===== src/common/cpu_mode_pkg.sv =====
// Constants shared by the mode-dependent control logic of the processor core.
// Assumes a single 250 MHz clock domain; nothing here is synthesised on its own.
package cpu_mode_pkg;
  // Register port map, 16-bit data
  localparam logic [3:0] REG_MODE = 4'h0;
  localparam logic [3:0] REG_STACK = 4'h1;
  localparam logic [3:0] REG_ACC = 4'h2;
  localparam logic [3:0] REG_FLAGS = 4'h3;
  // Mode register fields
  localparam int MODE_EMU_BIT = 0;
  localparam int MODE_ACC8_BIT = 1;
  localparam int MODE_IDX8_BIT = 2;
  localparam int MODE_DEC_BIT = 3;
  localparam int MODE_IRQ_MASK_BIT = 4;
  // Status byte positions
  localparam int ST_N = 7;
  localparam int ST_V = 6;
  localparam int ST_M = 5;
  localparam int ST_X = 4;
  localparam int ST_D = 3;
  localparam int ST_I = 2;
  localparam int ST_Z = 1;
  localparam int ST_C = 0;
  // Reset values
  localparam logic [15:0] SP_RESET = 16'h01FF;
  localparam logic [7:0] STACK_PAGE = 8'h01;
  localparam logic [7:0] BANK_RESET = 8'h00;
  localparam logic [15:0] ACC_RESET = 16'h0000;
  // Vectors
  localparam logic [23:0] VEC_EMU_BRK_IRQ = 24'h00FFFE;
  localparam logic [23:0] VEC_NATIVE_BRK = 24'h00FFE6;
  localparam logic [7:0] RESERVED_OPCODE = 8'h42;
  typedef enum logic [1:0] {INT_BREAK, INT_IRQ, INT_NMI, INT_ABORT} int_kind_t;
  typedef enum logic [1:0] {RMW_IDLE, RMW_READ, RMW_MODIFY, RMW_WRITE} rmw_phase_t;
endpackage


===== src/common/alu_if.sv =====
// Operand and result bundle between the mode controller and its adder.
// Purely combinational signals on the controller's clock.
`timescale 1ns/1ps
`default_nettype none
interface alu_if;
  logic [15:0] a;
  logic [15:0] b;
  logic carry_in;
  logic decimal;
  logic wide;
  logic [15:0] sum;
  logic carry_out;
  logic overflow;
  modport host (output a, output b, output carry_in, output decimal, output wide,
                input sum, input carry_out, input overflow);
  modport unit (input a, input b, input carry_in, input decimal, input wide,
                output sum, output carry_out, output overflow);
endinterface
`default_nettype wire


===== src/design/decimal_adder.sv =====
// Binary or decimal adder, 8 or 16 bits wide, four nibble stages.
// Combinational; the caller registers its results.
`timescale 1ns/1ps
`default_nettype none
module decimal_adder (
  alu_if.unit bus
);
  wire [4:0] carry;
  wire [15:0] sum_w;
  wire msb_a;
  wire msb_b;
  wire msb_s;

  assign carry[0] = bus.carry_in;

  genvar i;
  generate
    for (i = 0; i < 4; i++)
    begin : g_nibble
      wire [4:0] raw;
      wire adjust;
      wire [4:0] fixed;
      assign raw = {1'b0, bus.a[4*i +: 4]} + {1'b0, bus.b[4*i +: 4]} + {4'h0, carry[i]};
      // Nibble above nine is brought back into range in decimal mode
      assign adjust = bus.decimal && (raw > 5'h09);
      assign fixed = adjust ? raw + 5'h06 : raw;
      assign sum_w[4*i +: 4] = fixed[3:0];
      assign carry[i+1] = adjust | raw[4];
    end
  endgenerate

  assign msb_a = bus.wide ? bus.a[15] : bus.a[7];
  assign msb_b = bus.wide ? bus.b[15] : bus.b[7];
  assign msb_s = bus.wide ? sum_w[15] : sum_w[7];
  assign bus.sum = sum_w;
  assign bus.carry_out = bus.wide ? carry[4] : carry[2];
  assign bus.overflow = (msb_a == msb_b) && (msb_s != msb_a);
endmodule // decimal_adder
`default_nettype wire


===== src/design/cpu_mode_ctrl.sv =====
// Mode-dependent control of the processor core: stack, direct page, accumulator,
// interrupt entry and return, read-modify-write bus lines and page-crossing reads.
// Assumes all core-side strobes come from logic on clk and last one cycle.
//
// Summary of operation
// - Emulation keeps stack pointer in page 1, 8 bits; native uses 16 bits.
// - Direct-page indexing wraps inside the page in emulation, carries in native.
// - Accumulator is 8 bits when width flag set, 16 bits when clear.
// - Decimal add gives valid N, V, Z; decimal flag cleared on reset and interrupt.
// - Emulation break/IRQ vector 00FFFE, break bit 0 for hardware; native break vector 00FFE6.
// - Program bank pushed on entry and pulled on return only in native mode.
// - Memory lock held low through read, modify and write of read-modify-write.
// - Indexed page crossing adds a dummy read of the uncorrected address.
// - Program bank is zero after reset and after any interrupt entry.
// - Read/write low in modify and write when emulating, only write when native.
// - Reserved opcode is a no-operation; registers and flags unchanged.
//
// Our own choices: the register offsets and strobed register access.
`timescale 1ns/1ps
`default_nettype none
module cpu_mode_ctrl #(
  parameter logic [23:0] irq_vector_native = 24'h000000,
  parameter logic [23:0] nmi_vector = 24'h000000,
  parameter logic [23:0] abort_vector = 24'h000000
) (
  input wire logic clk,
  input wire logic reset_n,
  input wire logic [3:0] reg_addr,
  input wire logic [15:0] reg_wdata,
  input wire logic reg_wr,
  input wire logic reg_rd,
  output logic [15:0] reg_rdata,
  input wire logic stack_push,
  input wire logic stack_pull,
  output logic [15:0] stack_ptr,
  input wire logic dp_req,
  input wire logic [15:0] direct_page,
  input wire logic [7:0] dp_offset,
  input wire logic [15:0] dp_index,
  output logic [15:0] dp_addr,
  output logic dp_valid,
  input wire logic ix_req,
  input wire logic [23:0] ix_base,
  input wire logic [15:0] ix_index,
  output logic [23:0] ix_addr,
  output logic [23:0] ix_dummy_addr,
  output logic ix_dummy,
  output logic ix_valid,
  input wire logic alu_req,
  input wire logic [7:0] opcode,
  input wire logic [15:0] operand,
  output logic [15:0] accumulator,
  output logic reserved_nop,
  input wire logic int_req,
  input wire cpu_mode_pkg::int_kind_t int_kind,
  output logic [23:0] vector_addr,
  output logic [7:0] pushed_status,
  output logic push_bank,
  output logic entry_done,
  input wire logic rti_req,
  input wire logic [7:0] rti_bank,
  output logic pull_bank,
  output logic rti_done,
  input wire logic bank_load,
  input wire logic [7:0] bank_value,
  output logic [7:0] program_bank,
  input wire cpu_mode_pkg::rmw_phase_t rmw_phase,
  output logic memory_lock_n,
  output logic rw_n,
  output logic emulation_mode,
  output logic acc_8bit,
  output logic index_8bit,
  output logic decimal_mode
);
  alu_if alu ();

  logic e_q, m_q, x_q, d_q, i_q, n_q, v_q, z_q, c_q;
  logic [15:0] sp_q, acc_q;
  logic [7:0] bank_q;

  // Register port decode
  wire wr_mode = reg_wr && (reg_addr == cpu_mode_pkg::REG_MODE);
  wire wr_stack = reg_wr && (reg_addr == cpu_mode_pkg::REG_STACK);
  wire wr_acc = reg_wr && (reg_addr == cpu_mode_pkg::REG_ACC);
  wire is_reserved = (opcode == cpu_mode_pkg::RESERVED_OPCODE);
  wire alu_go = alu_req && !is_reserved;

  // Mode flags; emulation forces both width flags to 8 bits
  wire e_d = wr_mode ? reg_wdata[cpu_mode_pkg::MODE_EMU_BIT] : e_q;
  wire m_d = e_d | (wr_mode ? reg_wdata[cpu_mode_pkg::MODE_ACC8_BIT] : m_q);
  wire x_d = e_d | (wr_mode ? reg_wdata[cpu_mode_pkg::MODE_IDX8_BIT] : x_q);
  wire d_d = int_req ? 1'b0 : (wr_mode ? reg_wdata[cpu_mode_pkg::MODE_DEC_BIT] : d_q);
  wire i_d = int_req ? 1'b1 : (wr_mode ? reg_wdata[cpu_mode_pkg::MODE_IRQ_MASK_BIT] : i_q);

  // Stack pointer
  wire [15:0] sp_step = stack_push ? sp_q - 16'h0001 : sp_q + 16'h0001;
  wire sp_move = stack_push ^ stack_pull;
  wire [15:0] sp_raw = wr_stack ? reg_wdata : (sp_move ? sp_step : sp_q);
  wire [15:0] sp_d = e_d ? {cpu_mode_pkg::STACK_PAGE, sp_raw[7:0]} : sp_raw;

  // Direct page indexed address
  wire [15:0] dp_idx = x_q ? {8'h00, dp_index[7:0]} : dp_index;
  wire [15:0] dp_full = direct_page + {8'h00, dp_offset} + dp_idx;
  wire [15:0] dp_d = e_q ? {direct_page[15:8], dp_full[7:0]} : dp_full;

  // Indexed page crossing
  wire [15:0] ix_idx = x_q ? {8'h00, ix_index[7:0]} : ix_index;
  wire [23:0] ix_sum = ix_base + {8'h00, ix_idx};
  wire ix_cross = (ix_sum[23:8] != ix_base[23:8]);
  wire [23:0] ix_uncorrected = {ix_base[23:8], ix_sum[7:0]};

  // Accumulator through the adder
  assign alu.a = m_q ? {8'h00, acc_q[7:0]} : acc_q;
  assign alu.b = m_q ? {8'h00, operand[7:0]} : operand;
  assign alu.carry_in = c_q;
  assign alu.decimal = d_q;
  assign alu.wide = !m_q;
  wire [15:0] acc_alu = m_q ? {acc_q[15:8], alu.sum[7:0]} : alu.sum;
  wire [15:0] acc_wr = m_q ? {acc_q[15:8], reg_wdata[7:0]} : reg_wdata;
  wire [15:0] acc_d = alu_go ? acc_alu : (wr_acc ? acc_wr : acc_q);
  wire res_n = m_q ? alu.sum[7] : alu.sum[15];
  wire res_z = m_q ? (alu.sum[7:0] == 8'h00) : (alu.sum == 16'h0000);

  decimal_adder u_adder (
    .bus (alu.unit)
  );

  // Interrupt entry
  wire is_hw = (int_kind != cpu_mode_pkg::INT_BREAK);
  wire [23:0] vec_emu = (int_kind == cpu_mode_pkg::INT_NMI) ? nmi_vector :
                        (int_kind == cpu_mode_pkg::INT_ABORT) ? abort_vector :
                        cpu_mode_pkg::VEC_EMU_BRK_IRQ;
  wire [23:0] vec_nat = (int_kind == cpu_mode_pkg::INT_BREAK) ? cpu_mode_pkg::VEC_NATIVE_BRK :
                        (int_kind == cpu_mode_pkg::INT_IRQ) ? irq_vector_native :
                        (int_kind == cpu_mode_pkg::INT_NMI) ? nmi_vector : abort_vector;
  wire [23:0] vec_d = e_q ? vec_emu : vec_nat;
  wire [7:0] status_now = {n_q, v_q, m_q, x_q, d_q, i_q, z_q, c_q};
  // Emulation: bit 5 reads one, bit 4 is the break marker
  wire [7:0] status_emu = {n_q, v_q, 1'b1, !is_hw, d_q, i_q, z_q, c_q};
  wire [7:0] status_d = e_q ? status_emu : status_now;

  // Program bank: entry zeroes it, return restores it only in native mode
  wire [7:0] bank_d = int_req ? cpu_mode_pkg::BANK_RESET :
                      (rti_req && !e_q) ? rti_bank :
                      bank_load ? bank_value : bank_q;

  // Read-modify-write bus lines
  wire lock_d = (rmw_phase == cpu_mode_pkg::RMW_IDLE);
  wire rw_d = !((rmw_phase == cpu_mode_pkg::RMW_WRITE) ||
                ((rmw_phase == cpu_mode_pkg::RMW_MODIFY) && e_q));

  // Read data
  wire [15:0] mode_word = {11'h000, i_q, d_q, x_q, m_q, e_q};
  wire [15:0] rd_d = (reg_addr == cpu_mode_pkg::REG_MODE) ? mode_word :
                     (reg_addr == cpu_mode_pkg::REG_STACK) ? sp_q :
                     (reg_addr == cpu_mode_pkg::REG_ACC) ? acc_q :
                     (reg_addr == cpu_mode_pkg::REG_FLAGS) ? {bank_q, status_now} : 16'h0000;

  always_ff @(posedge clk or negedge reset_n)
  begin
    if (!reset_n)
    begin
      e_q <= 1'b1;
      m_q <= 1'b1;
      x_q <= 1'b1;
      d_q <= 1'b0;
      i_q <= 1'b1;
      sp_q <= cpu_mode_pkg::SP_RESET;
      bank_q <= cpu_mode_pkg::BANK_RESET;
    end
    else
    begin
      e_q <= e_d;
      m_q <= m_d;
      x_q <= x_d;
      d_q <= d_d;
      i_q <= i_d;
      sp_q <= sp_d;
      bank_q <= bank_d;
    end
  end

  // Arithmetic state; the reserved opcode leaves it untouched
  always_ff @(posedge clk or negedge reset_n)
  begin
    if (!reset_n)
    begin
      acc_q <= cpu_mode_pkg::ACC_RESET;
      {n_q, v_q, z_q, c_q} <= 4'h0;
    end
    else
    begin
      acc_q <= acc_d;
      if (alu_go)
      begin
        {n_q, v_q, z_q, c_q} <= {res_n, alu.overflow, res_z, alu.carry_out};
      end
    end
  end

  // Address and event outputs
  always_ff @(posedge clk or negedge reset_n)
  begin
    if (!reset_n)
    begin
      dp_addr <= 16'h0000;
      dp_valid <= 1'b0;
      ix_addr <= 24'h000000;
      ix_dummy_addr <= 24'h000000;
      ix_dummy <= 1'b0;
      ix_valid <= 1'b0;
      reserved_nop <= 1'b0;
      vector_addr <= 24'h000000;
      pushed_status <= 8'h00;
      push_bank <= 1'b0;
      entry_done <= 1'b0;
      pull_bank <= 1'b0;
      rti_done <= 1'b0;
    end
    else
    begin
      dp_valid <= dp_req;
      if (dp_req)
      begin
        dp_addr <= dp_d;
      end
      ix_valid <= ix_req;
      ix_dummy <= ix_req && ix_cross;
      if (ix_req)
      begin
        ix_addr <= ix_sum;
        ix_dummy_addr <= ix_uncorrected;
      end
      reserved_nop <= alu_req && is_reserved;
      entry_done <= int_req;
      push_bank <= int_req && !e_q;
      if (int_req)
      begin
        vector_addr <= vec_d;
        pushed_status <= status_d;
      end
      rti_done <= rti_req;
      pull_bank <= rti_req && !e_q;
    end
  end

  // Register-backed outputs
  always_ff @(posedge clk or negedge reset_n)
  begin
    if (!reset_n)
    begin
      reg_rdata <= 16'h0000;
      memory_lock_n <= 1'b1;
      rw_n <= 1'b1;
    end
    else
    begin
      reg_rdata <= reg_rd ? rd_d : 16'h0000;
      memory_lock_n <= lock_d;
      rw_n <= rw_d;
    end
  end

  assign stack_ptr = sp_q;
  assign accumulator = acc_q;
  assign program_bank = bank_q;
  assign emulation_mode = e_q;
  assign acc_8bit = m_q;
  assign index_8bit = x_q;
  assign decimal_mode = d_q;
endmodule // cpu_mode_ctrl
`default_nettype wire


===== config.mk =====
export PLATFORM = sky130hd
export DESIGN_NAME = cpu_mode_ctrl
export DESIGN_NICKNAME = d
export VERILOG_FILES = /design/src/common/cpu_mode_pkg.sv /design/src/common/alu_if.sv /design/src/design/decimal_adder.sv /design/src/design/cpu_mode_ctrl.sv
export SDC_FILE = /design/constraint.sdc
export NUM_CORES = 1
export LEC_CHECK = 0
export BUFFER_PORTS_ARGS = -buffer_cell sky130_fd_sc_hd__buf_2
export CORE_ASPECT_RATIO = 0.5
export CORE_UTILIZATION = 35
export CTS_CLUSTER_SIZE = 25
export DETAILED_ROUTE_END_ITERATION = 10
export PLACE_DENSITY_LB_ADDON = 0.25
export SYNTH_ARGS = -nofsm -noshare
export SYNTH_HDL_FRONTEND = slang
export SYNTH_SLANG_ARGS = --single-unit

===== constraint.sdc =====
create_clock -name clk -period 10.3 [get_ports clk]
set_input_delay 1.03 -clock clk [delete_from_list [all_inputs] [get_ports clk]]
set_output_delay 1.03 -clock clk [all_outputs]
set_load 0.005 [all_outputs]

# ---- Yosys cells after proc, flatten, opt, wreduce, memory -nomap -nowiden
# Cells that the tools add are included.
dict set report op_classes {
  addsub 17
  magnitude_cmp 4
  eq_ne 13
  mux 42
  n_bitwise 7
  n_reduce_logical 30
}
# operator count
set ops {}
lappend ops {{16-bit two-way mux} 22}
lappend ops {{24-bit by 16-bit adder with 24-bit output} 1}
lappend ops {{8-bit two-way mux} 3}
lappend ops {{4-bit by 4-bit adder with 5-bit output} 4}
lappend ops {{5-bit by 1-bit adder with 5-bit output} 4}
lappend ops {{5-bit by 4-bit > comparator with 1-bit output (second input constant)} 4}
lappend ops {{16-bit by 1-bit adder with 16-bit output (second input constant)} 1}
lappend ops {{16-bit adder} 1}
lappend ops {{16-bit by 8-bit adder with 16-bit output} 1}
lappend ops {{4-bit by 3-bit adder with 4-bit output (second input constant)} 4}
lappend ops {{16-bit zero test} 1}
lappend ops {{4-bit two-way mux} 4}
lappend ops {{16-bit inequality test} 1}
lappend ops {{16-bit by 1-bit subtractor with 16-bit output (second input constant)} 1}
lappend ops {{1-bit logical AND} 14}
lappend ops {{1-bit two-way mux} 12}
lappend ops {{2-bit equality test (second input constant)} 4}
lappend ops {{4-bit by 2-bit equality test with 1-bit output (second input constant)} 2}
lappend ops {{8-bit by 7-bit equality test with 1-bit output (second input constant)} 1}
lappend ops {{8-bit zero test} 1}
lappend ops {{6-bit two-way mux} 1}
lappend ops {{1-bit bitwise OR} 6}
lappend ops {{2-bit nonzero test} 3}
lappend ops {{3-bit nonzero test} 2}
lappend ops {{10 further kinds} 15}
dict set report totals {
  reg_bits 171
  in_bits 156
  out_inout_bits 166
  word_cells 143
}

# ---- Logic depth before layout (Yosys ltp)
# Gate-level depths: netlist of run 1.
dict set report depth {
  word_depth 21
  depth_mapped 42
}

# ---- Modules after synthesis
# From an unflattened synthesis of run 1, not the netlist that was laid out.
dict set report hier_totals {
  cells_unflattened 1077
  hier_area_um2 10177.3
}
# module instances cells_per_inst area_each_um2 seq_area_each_um2
set modules_own_cells {}
lappend modules_own_cells {cpu_mode_ctrl 1 951 9145.0 3547.2}
lappend modules_own_cells {decimal_adder 1 126 1032.2 0.0}

# ---- Worst setup path before layout of run 1
# OpenSTA, ideal clock, no wires.
dict set report synth_timing {
  kind {input to register}
  start {in operand[0]}
  end {reg v_q}
  setup_ns 0.136
  t_arrival_ns 8.732
  t_required_ns 10.164
  slack_ns 1.432
  cell_stages 40
  path_cell_list {fa_1 -> fa_1 -> xnor2_1 -> ha_1 -> nand2_1 -> a221o_1 -> a21boi_1 -> nor2b_1 -> fa_1 -> inv_1 -> fa_1 -> inv_1 -> ha_1 -> nand2b_1 -> a21oi_1 -> nand2_1 -> a21bo_2 -> nand2_1 -> (+4 left out) -> inv_1 -> ha_1 -> inv_1 -> o21ai_0 -> o2111ai_1 -> a21boi_1 -> nor2b_1 -> fa_1 -> inv_1 -> fa_1 -> xor2_1 -> inv_1 -> ha_1 -> nor4b_1 -> a21oi_1 -> and3_1 -> o31ai_1 -> o21ai_0}
}
dict set report synth_between {
  elab_chain_len 21
}
# item line
set synth_lines {}
lappend synth_lines {{from (decl)} cpu_mode_ctrl.sv:51} ;# input wire logic [15:0] operand,
lappend synth_lines {{16-bit two-way mux (*)} cpu_mode_ctrl.sv:114} ;# assign alu.b = m_q ? {8'h00, operand[7:0]} : operand;
lappend synth_lines {{4-bit by 4-bit adder with 5-bit output (*)} decimal_adder.sv:23} ;# assign raw = {1'b0, bus.a[4*i +: 4]} + {1'b0, bus.b[4*i +: 4]} + {4'h0, carry[i]};
lappend synth_lines {{5-bit by 1-bit adder with 5-bit output (*)} decimal_adder.sv:23}
lappend synth_lines {{5-bit by 4-bit > comparator with 1-bit output} decimal_adder.sv:25} ;# assign adjust = bus.decimal && (raw > 5'h09);
lappend synth_lines {{1-bit logical AND} decimal_adder.sv:25}
lappend synth_lines {{1-bit bitwise OR (*)} decimal_adder.sv:28} ;# assign carry[i+1] = adjust | raw[4];
lappend synth_lines {{5-bit by 1-bit adder with 5-bit output (*)} decimal_adder.sv:23}
lappend synth_lines {{5-bit by 4-bit > comparator with 1-bit output} decimal_adder.sv:25}
lappend synth_lines {{(+5 left out)} n/a}
lappend synth_lines {{1-bit bitwise OR} decimal_adder.sv:28}
lappend synth_lines {{5-bit by 1-bit adder with 5-bit output} decimal_adder.sv:23}
lappend synth_lines {{5-bit by 4-bit > comparator with 1-bit output} decimal_adder.sv:25}
lappend synth_lines {{1-bit logical AND} decimal_adder.sv:25}
lappend synth_lines {{4-bit two-way mux} decimal_adder.sv:26} ;# assign fixed = adjust ? raw + 5'h06 : raw;
lappend synth_lines {{1-bit two-way mux (*)} decimal_adder.sv:34} ;# assign msb_s = bus.wide ? sum_w[15] : sum_w[7];
lappend synth_lines {{1-bit inequality test (*)} decimal_adder.sv:37} ;# assign bus.overflow = (msb_a == msb_b) && (msb_s != msb_a);
lappend synth_lines {{1-bit logical AND (*)} decimal_adder.sv:37}
lappend synth_lines {{to (signal assigned)} cpu_mode_ctrl.sv:196} ;# {n_q, v_q, z_q, c_q} <= {res_n, alu.overflow, res_z, alu.carry_out};
lappend synth_lines {{to (decl)} cpu_mode_ctrl.sv:77} ;# logic e_q, m_q, x_q, d_q, i_q, n_q, v_q, z_q, c_q;
# Every way passes the cells marked *; elsewhere a longest branch is shown, timed or not.
# A chain may end at the register's enable or synchronous reset.

# ---- Worst setup path after layout of run 1
dict set report layout_timing {
  start {in operand[0]}
  end {reg z_q}
}
dict set report layout_between {
  elab_chain_len 20
}
# item line
set layout_lines {}
lappend layout_lines {{16-bit two-way mux (*)} cpu_mode_ctrl.sv:114}
lappend layout_lines {{4-bit by 4-bit adder with 5-bit output (*)} decimal_adder.sv:23}
lappend layout_lines {{5-bit by 1-bit adder with 5-bit output (*)} decimal_adder.sv:23}
lappend layout_lines {{5-bit by 4-bit > comparator with 1-bit output} decimal_adder.sv:25}
lappend layout_lines {{1-bit logical AND} decimal_adder.sv:25}
lappend layout_lines {{1-bit bitwise OR} decimal_adder.sv:28}
lappend layout_lines {{5-bit by 1-bit adder with 5-bit output} decimal_adder.sv:23}
lappend layout_lines {{5-bit by 4-bit > comparator with 1-bit output} decimal_adder.sv:25}
lappend layout_lines {{(+4 left out)} n/a}
lappend layout_lines {{1-bit logical AND} decimal_adder.sv:25}
lappend layout_lines {{1-bit bitwise OR} decimal_adder.sv:28}
lappend layout_lines {{5-bit by 1-bit adder with 5-bit output} decimal_adder.sv:23}
lappend layout_lines {{5-bit by 4-bit > comparator with 1-bit output} decimal_adder.sv:25}
lappend layout_lines {{1-bit logical AND} decimal_adder.sv:25}
lappend layout_lines {{4-bit two-way mux} decimal_adder.sv:26}
lappend layout_lines {{16-bit zero test} cpu_mode_ctrl.sv:122} ;# wire res_z = m_q ? (alu.sum[7:0] == 8'h00) : (alu.sum == 16'h0000);
lappend layout_lines {{1-bit two-way mux (*)} cpu_mode_ctrl.sv:122}
lappend layout_lines {{to (signal assigned)} cpu_mode_ctrl.sv:196}
lappend layout_lines {{to (decl)} cpu_mode_ctrl.sv:77}
# Marks and branches as above.

==> results of run 1 <==
## power breakdown
| group | switching [W] | internal (W) | leakage (nW) |
|---|---|---|---|
| combinational | 0.000555 | 0.000502 | 4.01 |
| clock | 0.000259 | 0.000383 | 0.282 |
| sequential | 0.000148 | 0.000697 | 1.69 |
## cell usage in the layout (no fill, tap or decap), types with 42 or more instances in the layout
cell type    n
mux2_2      56
nand2_1     65
buf_2      311
xnor2_1     42
o21ai_0     46
dfrtp_1    126
ha_1        71
a21oi_1     86
nor2_1     103
nor2b_1     42
## layout make-up
type / instances / area share
Timing Repair Buffer: 316 / 0.129
Tap cell: 382 / 0.0386
Multi-Input combinational cell: 809 / 0.486
Inverter: 35 / 0.0106
Clock inverter: 12 / 0.0130
Sequential cell: 141 / 0.286
Antenna cell: 7 / 0.00141
Clock buffer: 20 / 0.0353
## per-layer routing
layer  track usage  wire length [um]  vias to the layer above  part of all wire
met4        0.0882               787                        0             0.027
met5             0                 0                        -                 0
met3        0.0326               820                       51             0.028
met2         0.335             14500                      162              0.49
li1              -                 -                     4249                 -
met1         0.259             13300                     4257              0.45
## logic make-up after synthesis
kind of cell / count (synthesis)
other: 1
multiplexers: 91
AND/OR/NAND/NOR: 304
XOR/XNOR: 66
adder cells (fa/ha/maj): 90
AO/OA/AOI/OAI: 249
flip-flops: 141
buffers and inverters: 109
## worst max-delay path, delay by kind of cell
kind	cells	cell delay, ps
AOI/OAI and AO/OA	10	2550
xor gates and xnor gates	2	580
adders and majority gates	12	3930
buffers and inverters	9	870
and+or+nand+nor	8	920
## through the flow
step / setup slack, ps / power (W) / instance area, um^2 / hold slack, ps
2_1_floorplan: 1430 / 0.00152 / 10100 / 460
3_3_place_gp: 847 / 0.00187 / 11800 / 464
3_5_place_dp: 318 / 0.00191 / 11800 / 470
4_1_cts: 774 / 0.00256 / 12400 / 485
5_1_grt: 42.6 / 0.00273 / 12400 / 524
6_report: 742 / 0.00254 / 12400 / 477
## flip-flops by register name, summed over array words and instances (netlist names), 2 cells and up
name,count
ix_dummy_addr,16
pushed_status,8
reg_rdata,16
vector_addr,2
ix_addr,24
dp_addr,16
program_bank,8
accumulator,16
stack_ptr,16
## worst max-delay path by stage
stage | start | to | slack, ps | cells after the start
floorplan | operand[0] | v_q | 1430 | 40
global placement | operand[0] | v_q | 850 | 41
detailed placement | operand[0] | z_q | 320 | 41
CTS | operand[0] | z_q | 770 | 41
global route | operand[0] | v_q | 40 | 41
finish | operand[0] | z_q | 740 | 41
==> results.tsv, run 1 <==
metric	value	unit
status	complete, no violations	
cp_max_fo	7	
clk_pin_slew_worst_paths	60	ps
yosysUniqueCellTypes	71	
ff2ff_path_depth	40	
skew	8.47	ps
synth_flop_cell	dfrtp_1	
grt_pass1_wl	46700	um
drv_cap	0	
min_period_over_period	0.928	
end_kind	flip-flop	
cts_hold_buffers	0	
cts_max_path_buffers	2	
postCtsSetupRepairBufs	0	
io_buffers	312	
drtIter0Drc	565	
hold_violations	0	
cts_tree	built	
die_area	29500	um^2
critical_path.slowest_cell	fa_1	
area_growth	23.1	%
synth_xor_area_frac	0.0603	
post-route-util	0.443	
grt_max_degree	81	
drc	0	
multi_input_area	6010	um^2
dpl.cell_count	1683	
final_nets	1566	
synth_common_cells	dfrtp_1 (126), nor2_1 (103), a21oi_1 (86), ha_1 (71), nand2_1 (65)	
regArea	3550	um^2
htree_num_levels	4	
grtUsageTotal	0.201	
yosys_warnings	0	
gp_congestion	0.874	
cts_buffers	17	
r2r_setup_slack	1050	ps
clock_latency	440	ps
max-vdd-ir-drop	0.101	mV
hpwl	22800	um
drt_pre_antenna_iters	5	
synth_edf_count	0	
synth_seq_cells	141	
routedWlPerCell	17.1	um
r2r-start	accumulator[0]	
drtAntennaViolNets	0	
hold_depth	2	
leakage	5.99	nW
synth_cells	1051	
syn-mean-instance-area	9.57	um^2
viasPerCell	5.06	
die_x	242	um
slew_viol_final	0	
instances_no_fill	1722	
netlist_area	10100	um^2
required	10630	ps
worstSetupStartpointType	input port	
coreArea	28000	um^2
power_density	205	nW/um^2
synth_fa_ha_area_frac	0.126	
synth_top_area_cell	dfrtp_1	
finalSetupTns	0	ps
root_buffer	clkbuf_16	
max_freq	105	MHz
yosys-mux-area-fraction	0.103	
synth_top_family_by_area	compound AO/OA/AOI/OAI gates	
wirelength	29500	um
io_pins	322	
critPathKind	in -> reg	
min_path_type	reg -> reg	
nFillCells	2747	
worstHoldEndpoint	dp_addr[0]	
gr-total-overflow	0	
min_from	dp_addr[0]	
grt_antenna_before_repair	7	
post-synth-top-count-cell	dfrtp_1	
clock_sink_count	141	
seq_area_frac_synth	0.353	
vias	8719	
synth_top_area_frac	0.314	
start_util	0.359	
synth_compound_area_frac	0.160	
async_flop_share	1.00	
fin_crit	9560	ps
worst_pin_slew	1120	ps
rsz0062_at_grt	no	
worstPathArrival	9890	ps
layout-drive-gt1-share	0.324	
grt_pass1_vias	8721	
cts_resized	0	
timing.slew.headroom	0.253	
yosys.area_share.simple	0.146	
synth_area_leaders	dfrtp_1 (31%), ha_1 (8.8%), mux2_2 (6.3%), a21oi_1 (4.3%), dfstp_2 (3.9%)	
finalSetupViolations	0	
regToRegEndpoint	z_q	
die_y	122	um
slowest_delay	470	ps
core.rowCount	43	
No activity file was read; power rests on OpenSTA's default activity.
==> inputs of run 2 (changes only) <==
Settings changed: CORE_UTILIZATION 35 to 52.
==> run 2 against run 1 <==
- power fell by 3.2%
- routed wire length decreased by 9.0%
- combinational power hardly changed
- sequential cell count stayed put
- hold slack improved by 4.2 ps
- sequential power is essentially flat
- highest routed layer unchanged
- critical path depth unchanged
- die area fell by 32%
- first-iteration DRC count fell by 19%
- critical path type unchanged
- global-route usage grew 7.0 points
==> results.tsv, run 2 (same netlist as run 1, synthesis figures left out) <==
metric	value	unit	change
status	complete, no violations		
grt_pass1_vias	8444		-3.2%
drtIter0Drc	458		-19%
drt_pre_antenna_iters	5		unchanged
gr-total-overflow	0		unchanged
clk_pin_slew_worst_paths	60	ps	about the same
timing.slew.headroom	0.287		+0.0343
routedWlPerCell	16.9	um	-1.5%
max-vdd-ir-drop	0.161	mV	+60%
io_buffers	312		unchanged
gp_congestion	0.863		-1.2%
grt_pass1_wl	42600	um	-8.7%
min_path_type	reg -> reg		
cp_max_fo	7		unchanged
die_x	199	um	-18%
place_ws	409	ps	+91.5 ps
coreArea	18700	um^2	-33%
clock_sink_count	141		unchanged
finalSetupTns	0	ps	unchanged
worstPathArrival	9860	ps	-30 ps
leakage	5.97	nW	-0.32%
largest_reg_flops	24		unchanged
end_kind	flip-flop		
required	10580	ps	-50 ps
layout_commonest_cell	buf_2		
power_density	203	nW/um^2	-1.4%
fin_crit	9580	ps	+21.7 ps
grt_antenna_before_repair	0		-7
n_antenna_cell	0		-7
postCtsSetupRepairBufs	0		unchanged
layout-drive-gt1-share	0.324		-0.000507
slew_viol_final	0		unchanged
min_period_over_period	0.930		+0.00210
cts_resized	0		unchanged
drc	0		unchanged
cts_tree	built		
critPathKind	in -> reg		
final_nets	1565		-0.064%
critical_path.slowest_cell	a21boi_1		
die_y	100	um	-18%
worst_pin_slew	1070	ps	-47.7 ps
max_freq	104	MHz	-0.23%
layout_common_cells	buf_2 (311), dfrtp_1 (126), nor2_1 (103)		
cts_max_path_buffers	2		unchanged
cts_hold_buffers	0		unchanged
core.rowCount	35		-19%
grt_max_degree	79		-2.5%
drv_cap	0		unchanged
root_buffer	clkbuf_16		
die_area	19900	um^2	-32%
wirelength	26800	um	-9.0%
finalWorstSetupSlack	721	ps	-21.7 ps
slowest_delay	480	ps	about the same
skew	10.6	ps	+2.16 ps
vias	8781		+0.71%
io_pins	322		unchanged
drtAntennaViolNets	0		unchanged
rsz0062_at_grt	no		
hpwl	20600	um	-9.8%
hold_violations	0		unchanged
clock_latency	420	ps	-20 ps
area_growth	20.9	%	
htree_num_levels	4		unchanged
start_util	0.539		+0.180
grtUsageTotal	0.271		+0.0703
viasPerCell	5.52		+9.0%
regMostFlops	ix_addr		
cts_buffers	17		unchanged
worstSetupStartpointType	input port		
finalSetupViolations	0		unchanged
[run 2: cell types whose count changed in the layout (fill, tap and decap cells not counted)]
cell / previous run / this run
diode_2: 7 / 0
clkinv_2: 1 / 5
bufinv_16: 3 / 1
inv_6: 3 / 1
buf_4: 4 / 3
clkbuf_8: 0 / 1
clkinvlp_4: 3 / 2
[run 2: worst paths after layout]
check / end / depth (start not counted) / from / slack (ps)
max in group asynchronous: program_bank[6] / 2 / reset_n / 8270
min in group asynchronous: accumulator[10] / 1 / reset_n / 630
worst max register to register: v_q / 40 / accumulator[0] / 1020
worst min register to register: dp_addr[0] / 2 / dp_addr[0] / 480
worst max-delay path: v_q / 41 / operand[0] / 720
worst min-delay path: dp_addr[0] / 2 / dp_addr[0] / 480
[run 2: final cells by class]
| class | instances | area [um^2] |
|---|---|---|
| well taps | 259 | 324 |
| clock buffers | 21 | 450 |
| inverters | 35 | 131 |
| clock inverters | 11 | 96.3 |
| multi-input cells | 809 | 6010 |
| flip-flops and latches | 141 | 3550 |
| repair buffers | 315 | 1590 |
| fillers | 1583 | 6500 |
[run 2: stage by stage]
| stage | cell area, um^2 | util | instances | power [W] | hold slack, ps |
|---|---|---|---|---|---|
| global placement | 11600 | 0.622 | 1559 | 0.00184 | 463 |
| CTS | 12200 | 0.651 | 1591 | 0.00247 | 489 |
| global route | 12200 | 0.651 | 1591 | 0.00264 | 507 |
| finish | 12200 | 0.651 | 1591 | 0.00246 | 482 |
| detailed placement | 11600 | 0.622 | 1559 | 0.00188 | 475 |
| floorplan | 10100 | - | 1059 | 0.00152 | 460 |
[run 2: report_power, final]
group | leakage (nW) | switching [W] | internal [W] | total [W]
Clock | 0.267 | 0.000243 | 0.000338 | 0.000580
Sequential | 1.69 | 0.000145 | 0.000697 | 0.000843
Combinational | 4.01 | 0.000541 | 0.000499 | 0.00104
[run 2: routing by layer]
layer  up-vias  share of wire  track usage  wire length [um]
li1       4234              -            -                 -
met1      4228           0.45        0.355             12000
met2       279           0.48        0.458             12900
met3        40          0.051       0.0531              1380
met4         0          0.018       0.0775               494
met5         -              0            0                 0
[run 2: worst max-delay path, delay by kind of cell]
kind	cells	cell delay (ps)
adders and majority gates	12	3880
AOI/OAI and AO/OA	10	2340
xor gates and xnor gates	2	610
and+or+nand+nor	8	1150
buffers and inverters	9	830
